--- src/wwd_map.svh ---
// Register map, field positions, reset values and timing counts of the windowed watchdog
// Behaviour
// - A 12-bit down counter loads the reload value and counts toward zero while running.
// - The counter steps once per prescaler tick; the prescaler divides slow ticks by 128.
// - After reset the reload value is 0xFFF and fault reset enable is 1.
// - The mode register takes only its first write after reset; reads always allowed.
// - An accepted mode write reloads the counter and restarts counting like a restart.
// - Restart bit 1 with key 0xA5 inside the window reloads the counter and clears the prescaler.
// - A control write with a wrong key is discarded with no effect at all.
// - Underflow sets the sticky underflow flag and raises the fault line if reset enabled.
// - A keyed restart reloads only when the counter is at or below the delta.
// - A restart outside the window sets the error flag, and fault if reset enabled, even when disabled.
// - With delta at or above reload, restarts are accepted at any counter value.
// - The interrupt is high while either flag is set and fault interrupt enable is 1.
// - Reset enable 0 keeps faults off resets; else select picks cpu-only or all resets.
// - A watchdog reset resets the watchdog itself and clears both flags.
// - A status read or any reset clears both flags, the interrupt and the fault line.
// - Each flag is sticky: 1 if one such event happened since the last status read.
// - Disable bit 1 stops the counter; 0 lets it run.
// - Debug halt enable 1 stops the counter while the processor is in debug state.
// - Idle halt enable 1 stops the counter while the system is idle.
// - Mode layout: reload 11:0, irq en 12, rst en 13, cpu sel 14, dis 15, delta 27:16, 28, 29.
`ifndef WWD_MAP_SVH
`define WWD_MAP_SVH

// Register byte offsets
`define WWD_OFS_CONTROL    8'h00
`define WWD_OFS_MODE       8'h04
`define WWD_OFS_STATUS     8'h08

// Mode register fields
`define WWD_RELOAD_LSB     0
`define WWD_RELOAD_MSB     11
`define WWD_FIEN_BIT       12
`define WWD_RSTEN_BIT      13
`define WWD_CPUSEL_BIT     14
`define WWD_DIS_BIT        15
`define WWD_DELTA_LSB      16
`define WWD_DELTA_MSB      27
`define WWD_DBGHLT_BIT     28
`define WWD_IDLEHLT_BIT    29
`define WWD_MODE_RESET     32'h3FFF2FFF
`define WWD_MODE_WMASK     32'h3FFFFFFF

// Control register fields
`define WWD_RESTART_BIT    0
`define WWD_KEY_LSB        24
`define WWD_KEY_MSB        31
`define WWD_KEY_VALUE      8'hA5

// Status register fields
`define WWD_UNF_BIT        0
`define WWD_ERR_BIT        1

// Timing counts
`define WWD_PRESCALE_DIV   128
`define WWD_CNT_WIDTH      12

// Bus answers
`define WWD_RESP_OKAY      2'h0
`define WWD_RESP_SLVERR    2'h2

`endif

--- src/wwd_pkg.sv ---
// Types shared by the windowed watchdog modules
`default_nettype none
package wwd_pkg;
    // Outcome of a keyed restart request
    typedef enum logic [1:0] {
        WWD_RS_NONE,
        WWD_RS_RELOAD,
        WWD_RS_ERROR
    } wwd_restart_t;
    typedef logic [11:0] wwd_count_t;
endpackage
`default_nettype wire

--- src/wwd_presc.sv ---
// Slow clock prescaler producing one counter step every DIV slow ticks
`default_nettype none
module wwd_presc #(
    parameter int DIV = 128
) (
    // Clock and reset
    input  wire logic clk,
    input  wire logic rst_n,
    // Control
    input  wire logic clr,
    input  wire logic en,
    // Step out
    output logic      step
);
    localparam int CW = (DIV > 1) ? $clog2(DIV) : 1;

    generate
        if (DIV < 2) begin : g_bad_div
            $error("wwd_presc: DIV must be at least 2");
        end
    endgenerate

    logic [CW-1:0] cnt_reg;

    // Last slow tick of a period gives the step
    assign step = en && !clr && (cnt_reg == CW'(DIV - 1));

    // Divider count, cleared by restarts
    always_ff @(posedge clk or negedge rst_n) begin
        if (!rst_n) begin
            cnt_reg <= '0;
        end else if (clr) begin
            cnt_reg <= '0;
        end else if (step) begin
            cnt_reg <= '0;
        end else if (en) begin
            cnt_reg <= cnt_reg + 1'b1;
        end
    end
endmodule
`default_nettype wire

--- src/wwd_axil.sv ---
// AXI4-Lite slave front end: one write and one read under way at a time
`include "wwd_map.svh"
`default_nettype none
module wwd_axil #(
    parameter int AW = 8
) (
    // Clock and reset
    input  wire logic          clk,
    input  wire logic          rst_n,
    // Write address and data
    input  wire logic          awvalid,
    output logic               awready,
    input  wire logic [AW-1:0] awaddr,
    input  wire logic          wvalid,
    output logic               wready,
    input  wire logic [31:0]   wdata,
    input  wire logic [3:0]    wstrb,
    // Write response
    output logic               bvalid,
    input  wire logic          bready,
    output logic [1:0]         bresp,
    // Read address and data
    input  wire logic          arvalid,
    output logic               arready,
    input  wire logic [AW-1:0] araddr,
    output logic               rvalid,
    input  wire logic          rready,
    output logic [31:0]        rdata,
    output logic [1:0]         rresp,
    // Core side
    output logic               wr_en,
    output logic [AW-1:0]      wr_addr,
    output logic [31:0]        wr_data,
    output logic [3:0]         wr_strb,
    input  wire logic          wr_err,
    output logic               rd_en,
    output logic [AW-1:0]      rd_addr,
    input  wire logic [31:0]   rd_data,
    input  wire logic          rd_err
);
    logic aw_full_reg;
    logic w_full_reg;

    // Core strobes
    assign wr_en   = aw_full_reg && w_full_reg && !bvalid;
    assign rd_en   = arvalid && arready;
    assign rd_addr = araddr;

    // Write address capture
    always_ff @(posedge clk or negedge rst_n) begin
        if (!rst_n) begin
            awready     <= 1'b1;
            aw_full_reg <= 1'b0;
            wr_addr     <= '0;
        end else if (awvalid && awready) begin
            awready     <= 1'b0;
            aw_full_reg <= 1'b1;
            wr_addr     <= awaddr;
        end else if (wr_en) begin
            aw_full_reg <= 1'b0;
        end else if (bvalid && bready) begin
            awready     <= 1'b1;
        end
    end

    // Write data capture
    always_ff @(posedge clk or negedge rst_n) begin
        if (!rst_n) begin
            wready     <= 1'b1;
            w_full_reg <= 1'b0;
            wr_data    <= '0;
            wr_strb    <= '0;
        end else if (wvalid && wready) begin
            wready     <= 1'b0;
            w_full_reg <= 1'b1;
            wr_data    <= wdata;
            wr_strb    <= wstrb;
        end else if (wr_en) begin
            w_full_reg <= 1'b0;
        end else if (bvalid && bready) begin
            wready     <= 1'b1;
        end
    end

    // Write response
    always_ff @(posedge clk or negedge rst_n) begin
        if (!rst_n) begin
            bvalid <= 1'b0;
            bresp  <= `WWD_RESP_OKAY;
        end else if (wr_en) begin
            bvalid <= 1'b1;
            bresp  <= wr_err ? `WWD_RESP_SLVERR : `WWD_RESP_OKAY;
        end else if (bready) begin
            bvalid <= 1'b0;
        end
    end

    // Read channel
    always_ff @(posedge clk or negedge rst_n) begin
        if (!rst_n) begin
            arready <= 1'b1;
            rvalid  <= 1'b0;
            rdata   <= '0;
            rresp   <= `WWD_RESP_OKAY;
        end else if (rd_en) begin
            arready <= 1'b0;
            rvalid  <= 1'b1;
            rdata   <= rd_data;
            rresp   <= rd_err ? `WWD_RESP_SLVERR : `WWD_RESP_OKAY;
        end else if (rvalid && rready) begin
            arready <= 1'b1;
            rvalid  <= 1'b0;
        end
    end
endmodule
`default_nettype wire

--- src/wwd_top.sv ---
// Windowed watchdog timer core with AXI4-Lite register access
//
// Implementation choice: the AXI4-Lite slave port.
`include "wwd_map.svh"
`default_nettype none
module wwd_top #(
    parameter int PRESCALE_DIV = `WWD_PRESCALE_DIV,
    parameter int CNT_W        = `WWD_CNT_WIDTH
) (
    // Clock and reset
    input  wire logic        CLK_SYS,
    input  wire logic        RST_B,
    // Slow clock tick, one cycle per slow clock period
    input  wire logic        SLOW_TICK,
    // Processor and system state
    input  wire logic        CPU_DEBUG,
    input  wire logic        SYS_IDLE,
    // AXI4-Lite write address
    input  wire logic        S_AXI_AWVALID,
    output logic             S_AXI_AWREADY,
    input  wire logic [7:0]  S_AXI_AWADDR,
    // AXI4-Lite write data
    input  wire logic        S_AXI_WVALID,
    output logic             S_AXI_WREADY,
    input  wire logic [31:0] S_AXI_WDATA,
    input  wire logic [3:0]  S_AXI_WSTRB,
    // AXI4-Lite write response
    output logic             S_AXI_BVALID,
    input  wire logic        S_AXI_BREADY,
    output logic [1:0]       S_AXI_BRESP,
    // AXI4-Lite read address
    input  wire logic        S_AXI_ARVALID,
    output logic             S_AXI_ARREADY,
    input  wire logic [7:0]  S_AXI_ARADDR,
    // AXI4-Lite read data
    output logic             S_AXI_RVALID,
    input  wire logic        S_AXI_RREADY,
    output logic [31:0]      S_AXI_RDATA,
    output logic [1:0]       S_AXI_RRESP,
    // Fault signalling to the reset controller and interrupt
    output logic             WDT_FAULT,
    output logic             WDT_FAULT_CPU_ONLY,
    output logic             WDT_IRQ
);
    // The mode register layout holds exactly a 12-bit count
    generate
        if (CNT_W != `WWD_CNT_WIDTH) begin : g_bad_width
            $error("wwd_top: CNT_W must match the 12-bit reload field");
        end
        if (PRESCALE_DIV < 2) begin : g_bad_div
            $error("wwd_top: PRESCALE_DIV must be at least 2");
        end
    endgenerate

    // Word indices of the registers, matched against address bits 7:2
    localparam logic [5:0] idx_control = 6'(`WWD_OFS_CONTROL >> 2);
    localparam logic [5:0] idx_mode    = 6'(`WWD_OFS_MODE >> 2);
    localparam logic [5:0] idx_status  = 6'(`WWD_OFS_STATUS >> 2);

    // Bus side strobes
    logic        wr_en;
    logic [7:0]  wr_addr;
    logic [31:0] wr_data;
    logic [3:0]  wr_strb;
    logic        wr_err;
    logic        rd_en;
    logic [7:0]  rd_addr;
    logic [31:0] rd_data;
    logic        rd_err;

    // Stored state
    logic [31:0]         mode_reg;
    logic                mode_locked_reg;
    wwd_pkg::wwd_count_t count_reg;
    logic                underflow_flag_reg;
    logic                window_error_flag_reg;

    // Next values
    logic [31:0]         mode_next;
    wwd_pkg::wwd_count_t count_next;
    logic                underflow_flag_next;
    logic                window_error_flag_next;

    // Decoded fields of the mode register
    wwd_pkg::wwd_count_t reload_value;
    wwd_pkg::wwd_count_t window_delta;
    logic                fault_irq_enable;
    logic                fault_reset_enable;
    logic                cpu_only_reset_select;
    logic                guard_disable;
    logic                debug_halt_enable;
    logic                idle_halt_enable;

    // Decoded accesses and events
    logic                     ctrl_wr;
    logic                     mode_wr;
    logic                     status_rd;
    logic                     key_ok;
    logic                     restart_cmd;
    logic                     window_open;
    wwd_pkg::wwd_restart_t    restart_kind;
    logic                     reload_now;
    wwd_pkg::wwd_count_t      reload_src;
    logic                     halted;
    logic                     running;
    logic                     step;
    logic                     underflow_evt;
    logic                     error_evt;
    logic [31:0]              mode_merged;

    // Bus slave front end
    wwd_axil #(
        .AW (8)
    ) u_axil (
        .clk     (CLK_SYS),
        .rst_n   (RST_B),
        .awvalid (S_AXI_AWVALID),
        .awready (S_AXI_AWREADY),
        .awaddr  (S_AXI_AWADDR),
        .wvalid  (S_AXI_WVALID),
        .wready  (S_AXI_WREADY),
        .wdata   (S_AXI_WDATA),
        .wstrb   (S_AXI_WSTRB),
        .bvalid  (S_AXI_BVALID),
        .bready  (S_AXI_BREADY),
        .bresp   (S_AXI_BRESP),
        .arvalid (S_AXI_ARVALID),
        .arready (S_AXI_ARREADY),
        .araddr  (S_AXI_ARADDR),
        .rvalid  (S_AXI_RVALID),
        .rready  (S_AXI_RREADY),
        .rdata   (S_AXI_RDATA),
        .rresp   (S_AXI_RRESP),
        .wr_en   (wr_en),
        .wr_addr (wr_addr),
        .wr_data (wr_data),
        .wr_strb (wr_strb),
        .wr_err  (wr_err),
        .rd_en   (rd_en),
        .rd_addr (rd_addr),
        .rd_data (rd_data),
        .rd_err  (rd_err)
    );

    // Field decode of the stored mode word
    assign reload_value          = mode_reg[`WWD_RELOAD_MSB:`WWD_RELOAD_LSB];
    assign window_delta          = mode_reg[`WWD_DELTA_MSB:`WWD_DELTA_LSB];
    assign fault_irq_enable      = mode_reg[`WWD_FIEN_BIT];
    assign fault_reset_enable    = mode_reg[`WWD_RSTEN_BIT];
    assign cpu_only_reset_select = mode_reg[`WWD_CPUSEL_BIT];
    assign guard_disable         = mode_reg[`WWD_DIS_BIT];
    assign debug_halt_enable     = mode_reg[`WWD_DBGHLT_BIT];
    assign idle_halt_enable      = mode_reg[`WWD_IDLEHLT_BIT];

    // Access decode; low address bits are ignored so each register is one word
    assign ctrl_wr   = wr_en && (wr_addr[7:2] == idx_control);
    assign mode_wr   = wr_en && (wr_addr[7:2] == idx_mode) && !mode_locked_reg;
    assign status_rd = rd_en && (rd_addr[7:2] == idx_status);

    // Key check: the key byte must be written and match
    assign key_ok      = wr_strb[3] && (wr_data[`WWD_KEY_MSB:`WWD_KEY_LSB] == `WWD_KEY_VALUE);
    assign restart_cmd = ctrl_wr && key_ok && wr_strb[0] && wr_data[`WWD_RESTART_BIT];

    // Window test; a delta at or above reload opens the whole range
    assign window_open = (window_delta >= reload_value)
                      || (count_reg <= window_delta);

    // Restart outcome, independent of the disable bit
    always_comb begin
        restart_kind = wwd_pkg::WWD_RS_NONE;
        if (restart_cmd) begin
            if (window_open) begin
                restart_kind = wwd_pkg::WWD_RS_RELOAD;
            end else begin
                restart_kind = wwd_pkg::WWD_RS_ERROR;
            end
        end
    end

    // Byte-lane merge of a mode write over the current value
    genvar b;
    generate
        for (b = 0; b < 4; b++) begin : g_lane
            assign mode_merged[b*8 +: 8] = wr_strb[b] ? wr_data[b*8 +: 8] : mode_reg[b*8 +: 8];
        end
    endgenerate

    // Next mode word: only the first write after reset lands
    always_comb begin
        mode_next = mode_reg;
        if (mode_wr) begin
            mode_next = mode_merged & `WWD_MODE_WMASK;
        end
    end

    // Any reload clears the prescaler and takes the freshest reload value
    assign reload_now = (restart_kind == wwd_pkg::WWD_RS_RELOAD) || mode_wr;
    assign reload_src = mode_wr ? mode_next[`WWD_RELOAD_MSB:`WWD_RELOAD_LSB] : reload_value;

    // Run gating by disable, debug and idle halts
    assign halted  = (debug_halt_enable && CPU_DEBUG)
                  || (idle_halt_enable && SYS_IDLE);
    assign running = !guard_disable && !halted;

    // Prescaler; slow ticks only count while running
    wwd_presc #(
        .DIV (PRESCALE_DIV)
    ) u_presc (
        .clk   (CLK_SYS),
        .rst_n (RST_B),
        .clr   (reload_now),
        .en    (running && SLOW_TICK),
        .step  (step)
    );

    // Events
    assign underflow_evt = step && (count_reg == '0);
    assign error_evt     = (restart_kind == wwd_pkg::WWD_RS_ERROR);

    // Counter next value: reloads beat steps, underflow wraps to the reload value
    always_comb begin
        count_next = count_reg;
        if (reload_now) begin
            count_next = reload_src;
        end else if (underflow_evt) begin
            count_next = reload_value;
        end else if (step) begin
            count_next = count_reg - 1'b1;
        end
    end

    // Sticky flags: a status read clears, an event in the same cycle wins
    always_comb begin
        underflow_flag_next    = underflow_flag_reg;
        window_error_flag_next = window_error_flag_reg;
        if (status_rd) begin
            underflow_flag_next    = 1'b0;
            window_error_flag_next = 1'b0;
        end
        if (underflow_evt) begin
            underflow_flag_next = 1'b1;
        end
        if (error_evt) begin
            window_error_flag_next = 1'b1;
        end
    end

    // Mode register and its write-once lock
    always_ff @(posedge CLK_SYS or negedge RST_B) begin
        if (!RST_B) begin
            mode_reg        <= `WWD_MODE_RESET;
            mode_locked_reg <= 1'b0;
        end else begin
            mode_reg <= mode_next;
            if (wr_en && (wr_addr[7:2] == idx_mode)) begin
                mode_locked_reg <= 1'b1;
            end
        end
    end

    // Down counter
    always_ff @(posedge CLK_SYS or negedge RST_B) begin
        if (!RST_B) begin
            count_reg <= `WWD_CNT_WIDTH'('1);
        end else begin
            count_reg <= count_next;
        end
    end

    // Status flags; a watchdog reset arrives as RST_B and clears them
    always_ff @(posedge CLK_SYS or negedge RST_B) begin
        if (!RST_B) begin
            underflow_flag_reg    <= 1'b0;
            window_error_flag_reg <= 1'b0;
        end else begin
            underflow_flag_reg    <= underflow_flag_next;
            window_error_flag_reg <= window_error_flag_next;
        end
    end

    // Fault line and reset kind toward the reset controller
    always_ff @(posedge CLK_SYS or negedge RST_B) begin
        if (!RST_B) begin
            WDT_FAULT          <= 1'b0;
            WDT_FAULT_CPU_ONLY <= 1'b0;
        end else begin
            WDT_FAULT <= fault_reset_enable
                      && (underflow_flag_next || window_error_flag_next);
            WDT_FAULT_CPU_ONLY <= fault_reset_enable && cpu_only_reset_select;
        end
    end

    // Interrupt follows the flags while enabled
    always_ff @(posedge CLK_SYS or negedge RST_B) begin
        if (!RST_B) begin
            WDT_IRQ <= 1'b0;
        end else begin
            WDT_IRQ <= fault_irq_enable
                    && (underflow_flag_next || window_error_flag_next);
        end
    end

    // Read data; control reads zero, unmapped offsets answer with an error
    always_comb begin
        rd_data = '0;
        rd_err  = 1'b0;
        unique case (rd_addr[7:2])
            idx_control: rd_data = '0;
            idx_mode:    rd_data = mode_reg;
            idx_status: begin
                rd_data[`WWD_UNF_BIT] = underflow_flag_reg;
                rd_data[`WWD_ERR_BIT] = window_error_flag_reg;
            end
            default:               rd_err  = 1'b1;
        endcase
    end

    // Write answer; writes to unmapped offsets answer with an error
    always_comb begin
        wr_err = 1'b0;
        unique case (wr_addr[7:2])
            idx_control,
            idx_mode,
            idx_status:           wr_err = 1'b0;
            default:              wr_err = 1'b1;
        endcase
    end
endmodule
`default_nettype wire

--- config.mk ---
export PLATFORM = sky130hd
export DESIGN_NAME = wwd_top
export DESIGN_NICKNAME = d
export VERILOG_FILES = /design/src/wwd_pkg.sv /design/src/wwd_presc.sv /design/src/wwd_axil.sv /design/src/wwd_top.sv
export VERILOG_INCLUDE_DIRS = /design/src
export SDC_FILE = /design/constraint.sdc
export NUM_CORES = 1
export LEC_CHECK = 0
export ABC_AREA = 0
export BUFFER_PORTS_ARGS = -buffer_cell sky130_fd_sc_hd__buf_2
export CORE_UTILIZATION = 25
export DETAILED_ROUTE_END_ITERATION = 6
export PLACE_DENSITY = 0.45
export SLEW_MARGIN = 20
export SYNTH_ARGS = -nofsm -noshare
export SYNTH_HDL_FRONTEND = slang
export SYNTH_SLANG_ARGS = --single-unit
--- constraint.sdc ---
create_clock -name CLK_SYS -period 2.3 [get_ports CLK_SYS]
set_input_delay 0 -clock CLK_SYS [delete_from_list [all_inputs] [get_ports CLK_SYS]]
set_output_delay 0 -clock CLK_SYS [all_outputs]
set_load 0.05 [all_outputs]
==> flow_summary_export.csv <==
group,metric,value,unit
power,vdd_drop_max,0.705,mV
power,power_frac_comb,0.285,
worst_setup_path,cp.arrival,2.69,ns
clock_network,clk_pin_slew,0.06,ns
final_layout,layout.area.seq,3460,um2
clock_network,cts_sinks,136,
power,p_sw,0.00264,W
detailed_routing,ant_nets,0,
placement,port_buffers,97,
power,intPower,0.00636,W
floorplanning,die_w,162,um
sta,max_slew.worst_pin.slew,0.509,ns
worst_setup_path,path_cells,"inv_1 > ha_1 > a21oi_2 > o21bai_1 > nor4_2 > nor2b_4 > o2bb2ai_4 > buf_6 > mux2_4",
final_layout,multi_input_area,3020,um2
sta,fin_crit_sh,1.02,
synth,yosys_warnings,0,
power,p_total,0.00900,W
global_routing,grt_usage,0.142,
final_layout,num-nets-final,833,
worst_setup_path,critPathRequiredTime,2.64,ns
run_status,status,"finished, violations left",
final_layout,final_common_cell,"buf_2",
power,switching_share,0.294,
synth,syn_inst,509,
power,power_frac_clock,0.331,
global_routing,grt_first_pass_wirelength,28.4,mm
sta,hold_viol_final,0,
synth,synthArstFlopShare,1.00,
final_layout,final_cell_mix,"96 x buf_2, 94 x dfrtp_1, 73 x buf_4",
worst_hold_path,hp-class,"primary input to register",
worst_hold_path,hold_path_depth,3,
sta,slew_headroom,0.661,
sta,slew_viol_final,0,
global_routing,grt_pass1_vias,5100,
global_routing,global_route.overflow_total,0,
final_layout,area_growth,47.1,%
clock_network,cts-root-buf,"clkbuf_16",
detailed_routing,dr_wl_met3,700,um
floorplanning,core_area,25100,um2
worst_setup_path,cpPeakStageDelay,0.53,ns
worst_setup_path,rr_worst_depth,9,
detailed_routing,met1Wirelength,7.95,mm
worst_setup_path,crit_fanout,6,
synth,yosysSeqAreaShare,0.543,
run_status,violations,"negative setup slack",
floorplanning,initial_core_util,0.253,
placement,post-place-ws,-0.116,ns
power,sequentialPowerShare,0.384,
sta,rsz0062_at_grt,"true",
final_layout,nFillCells,2534,
floorplanning,ioPinCount,106,
sta,setup_viol,13,
worst_setup_path,slowest_stage,"dfstp_2",
synth,syn_avg_cell_area,12.5,um2
power,p_per_area,961,nW/um2
synth,yosysTopAreaCell,"dfrtp_1",
global_routing,antenna_found_initial,0,
final_layout,antenna_cells,0,
global_routing,grt_max_degree,52,
floorplanning,dieArea,26100,um2
sta,skew,0.0130,ns
floorplanning,fp.dieH,162,um
synth,synth-seq-cells,136,
run,cap_violations,0,
final_layout,final_layout_size_suffix_gt1_frac,0.509,
worst_setup_path,end_kind,"register",
placement,gp_congestion,0.813,
placement,dpl.hpwl,12.6,mm
detailed_routing,dr.pass1.iters,4,
synth,synth-main-ff-cell,"dfrtp_1",
synth,synth_area_leaders,"dfrtp_1 37%, dfstp_2 17%, mux2_2 14%, ha_1 5.1%, a22o_1 4.0%",
synth,yosysTopAreaCellShare,0.370,
detailed_routing,vias_per_cell,4.48,
synth,syn_area,6360,um2
clock_network,cts_inserted_buffers,17,
detailed_routing,met2_length,8.64,mm
clock_network,clockBufferDepth,2,
clock_network,cts_tree,"built",
sta,fin_hold_ws,0.0481,ns
worst_setup_path,reg2reg_slack,-0.05,ns
sta,fin_ws,-0.0482,ns
detailed_routing,drt_iter0_markers,197,
synth,synth_cell_type_count,61,
final_layout,largest_reg_flops,32,
clock_network,clkLatencyLatePin,0.42,ns
power,leakage,4.40,nW
sta,fmax,426,MHz
detailed_routing,wl_per_cell,16.1,um
detailed_routing,top_layer_used,"met4",
detailed_routing,via_count,4877,
floorplanning,fp-row-count,58,
sta,period_minus_slack,2.35,ns
clock_network,htreeDepth,4,
synth,synth-edff-count,0,
worst_setup_path,start_kind,"register",
worst_setup_path,timing_worst_setup_path_type,"register to register",
detailed_routing,drt-total-wl,17.5,mm
detailed_routing,drc,0,
-- synth_stat cells, drive strengths merged, types with 2 or more instances --
| library cell | instances |
|---|---|
| dfrtp | 94 |
| mux2 | 86 |
| dfstp | 42 |
| nand2 | 32 |
| inv | 31 |
| a22o | 29 |
| ha | 26 |
| a21oi | 17 |
| nor2 | 17 |
| o21ai | 17 |
| clkbuf | 12 |
| buf | 8 |
| and2 | 7 |
| nand3 | 7 |
| nand4 | 7 |
| nor3 | 5 |
| a21boi | 4 |
| a21o | 4 |
| nor2b | 4 |
| nor4 | 4 |
| o22a | 4 |
| or3 | 4 |
| or4 | 4 |
| a31oi | 3 |
| and3 | 3 |
| mux2i | 3 |
| o211ai | 3 |
| a222oi | 2 |
| and4 | 2 |
| nor3b | 2 |
| o31a | 2 |
| o31ai | 2 |
| xnor2 | 2 |
-- power by group through the flow --
stage / clock network [W] / logic (W) / registers [W]
2_1_floorplan: 0 / 0.00122 / 0.00353
3_3_place_gp: 0 / 0.00209 / 0.00346
3_5_place_dp: 0 / 0.00212 / 0.00349
4_1_cts: 0.00305 / 0.00246 / 0.00346
5_1_grt: 0.00314 / 0.00281 / 0.00354
6_report: 0.00298 / 0.00257 / 0.00346
-- through the flow --
step           TNS (ns)  instances  utilization  instance area (um2)
2_1_floorplan         0        512            -                 6400
3_3_place_gp     -0.752        989        0.309                 7760
3_5_place_dp      -1.24        989        0.309                 7760
4_1_cts          -0.207       1087        0.369                 9270
5_1_grt           -2.45       1088        0.373                 9360
6_report         -0.547       1088        0.373                 9360
-- cell type report --
class,instances,share of cell area
Inverter,31,0.0124
Sequential cell,136,0.369
Timing Repair Buffer,233,0.183
Multi-Input combinational cell,326,0.323
Tap cell,330,0.0441
Clock buffer,19,0.0473
Clock inverter,13,0.0216
-- critical path: cells and delay by family (launching register included) --
kind	cells	cell delay, ns
simple gates	2	0.49
compound gates	3	0.38
buf+inv	2	0.25
mux	1	0.30
flops	1	0.53
fa+ha+maj	1	0.33
-- path summary, 6_finish.rpt --
path	startpoint	endpoint
min reg2reg	mode_locked_reg$_DFFE_PN0P_	mode_locked_reg$_DFFE_PN0P_
max in group asynchronous	RST_B	mode_reg[29]$_DFFE_PN1P_
max reg2reg	mode_reg[7]$_DFF_PN1_	count_reg[7]$_DFFE_PN1P_
min	S_AXI_ARADDR[3]	window_error_flag_reg$_DFF_PN0_
max	mode_reg[7]$_DFF_PN1_	count_reg[7]$_DFFE_PN1P_
min in group asynchronous	RST_B	u_axil.wr_data[18]$_DFFE_PN0P_
-- metal layers --
layer,up-vias,global-route usage
met5,-,0
met4,0,0.0536
met3,17,0.0280
met2,104,0.236
met1,2425,0.182
li1,2331,-
-- repair_timing --
action / in CTS / in global routing
gates cloned: 2 / 0
resized for setup: 42 / 19
hold endpoints to repair: 139 / 0
endpoints found under the setup margin: 15 / 21
buffers inserted: 11 / 1
pin swaps: 22 / 6
hold buffers: 54 / 0
-- cells by family after synthesis --
logic type,share of synthesized area
buffers and inverters,0.0362
DFF,0.543
xor gates and xnor gates,0.00275
adders and majority gates,0.0511
AOI/OAI and AO/OA,0.113
other,0.000589
muxes,0.160
and+or+nand+nor,0.0940
Note: power is estimated with default switching activity, not from simulation.
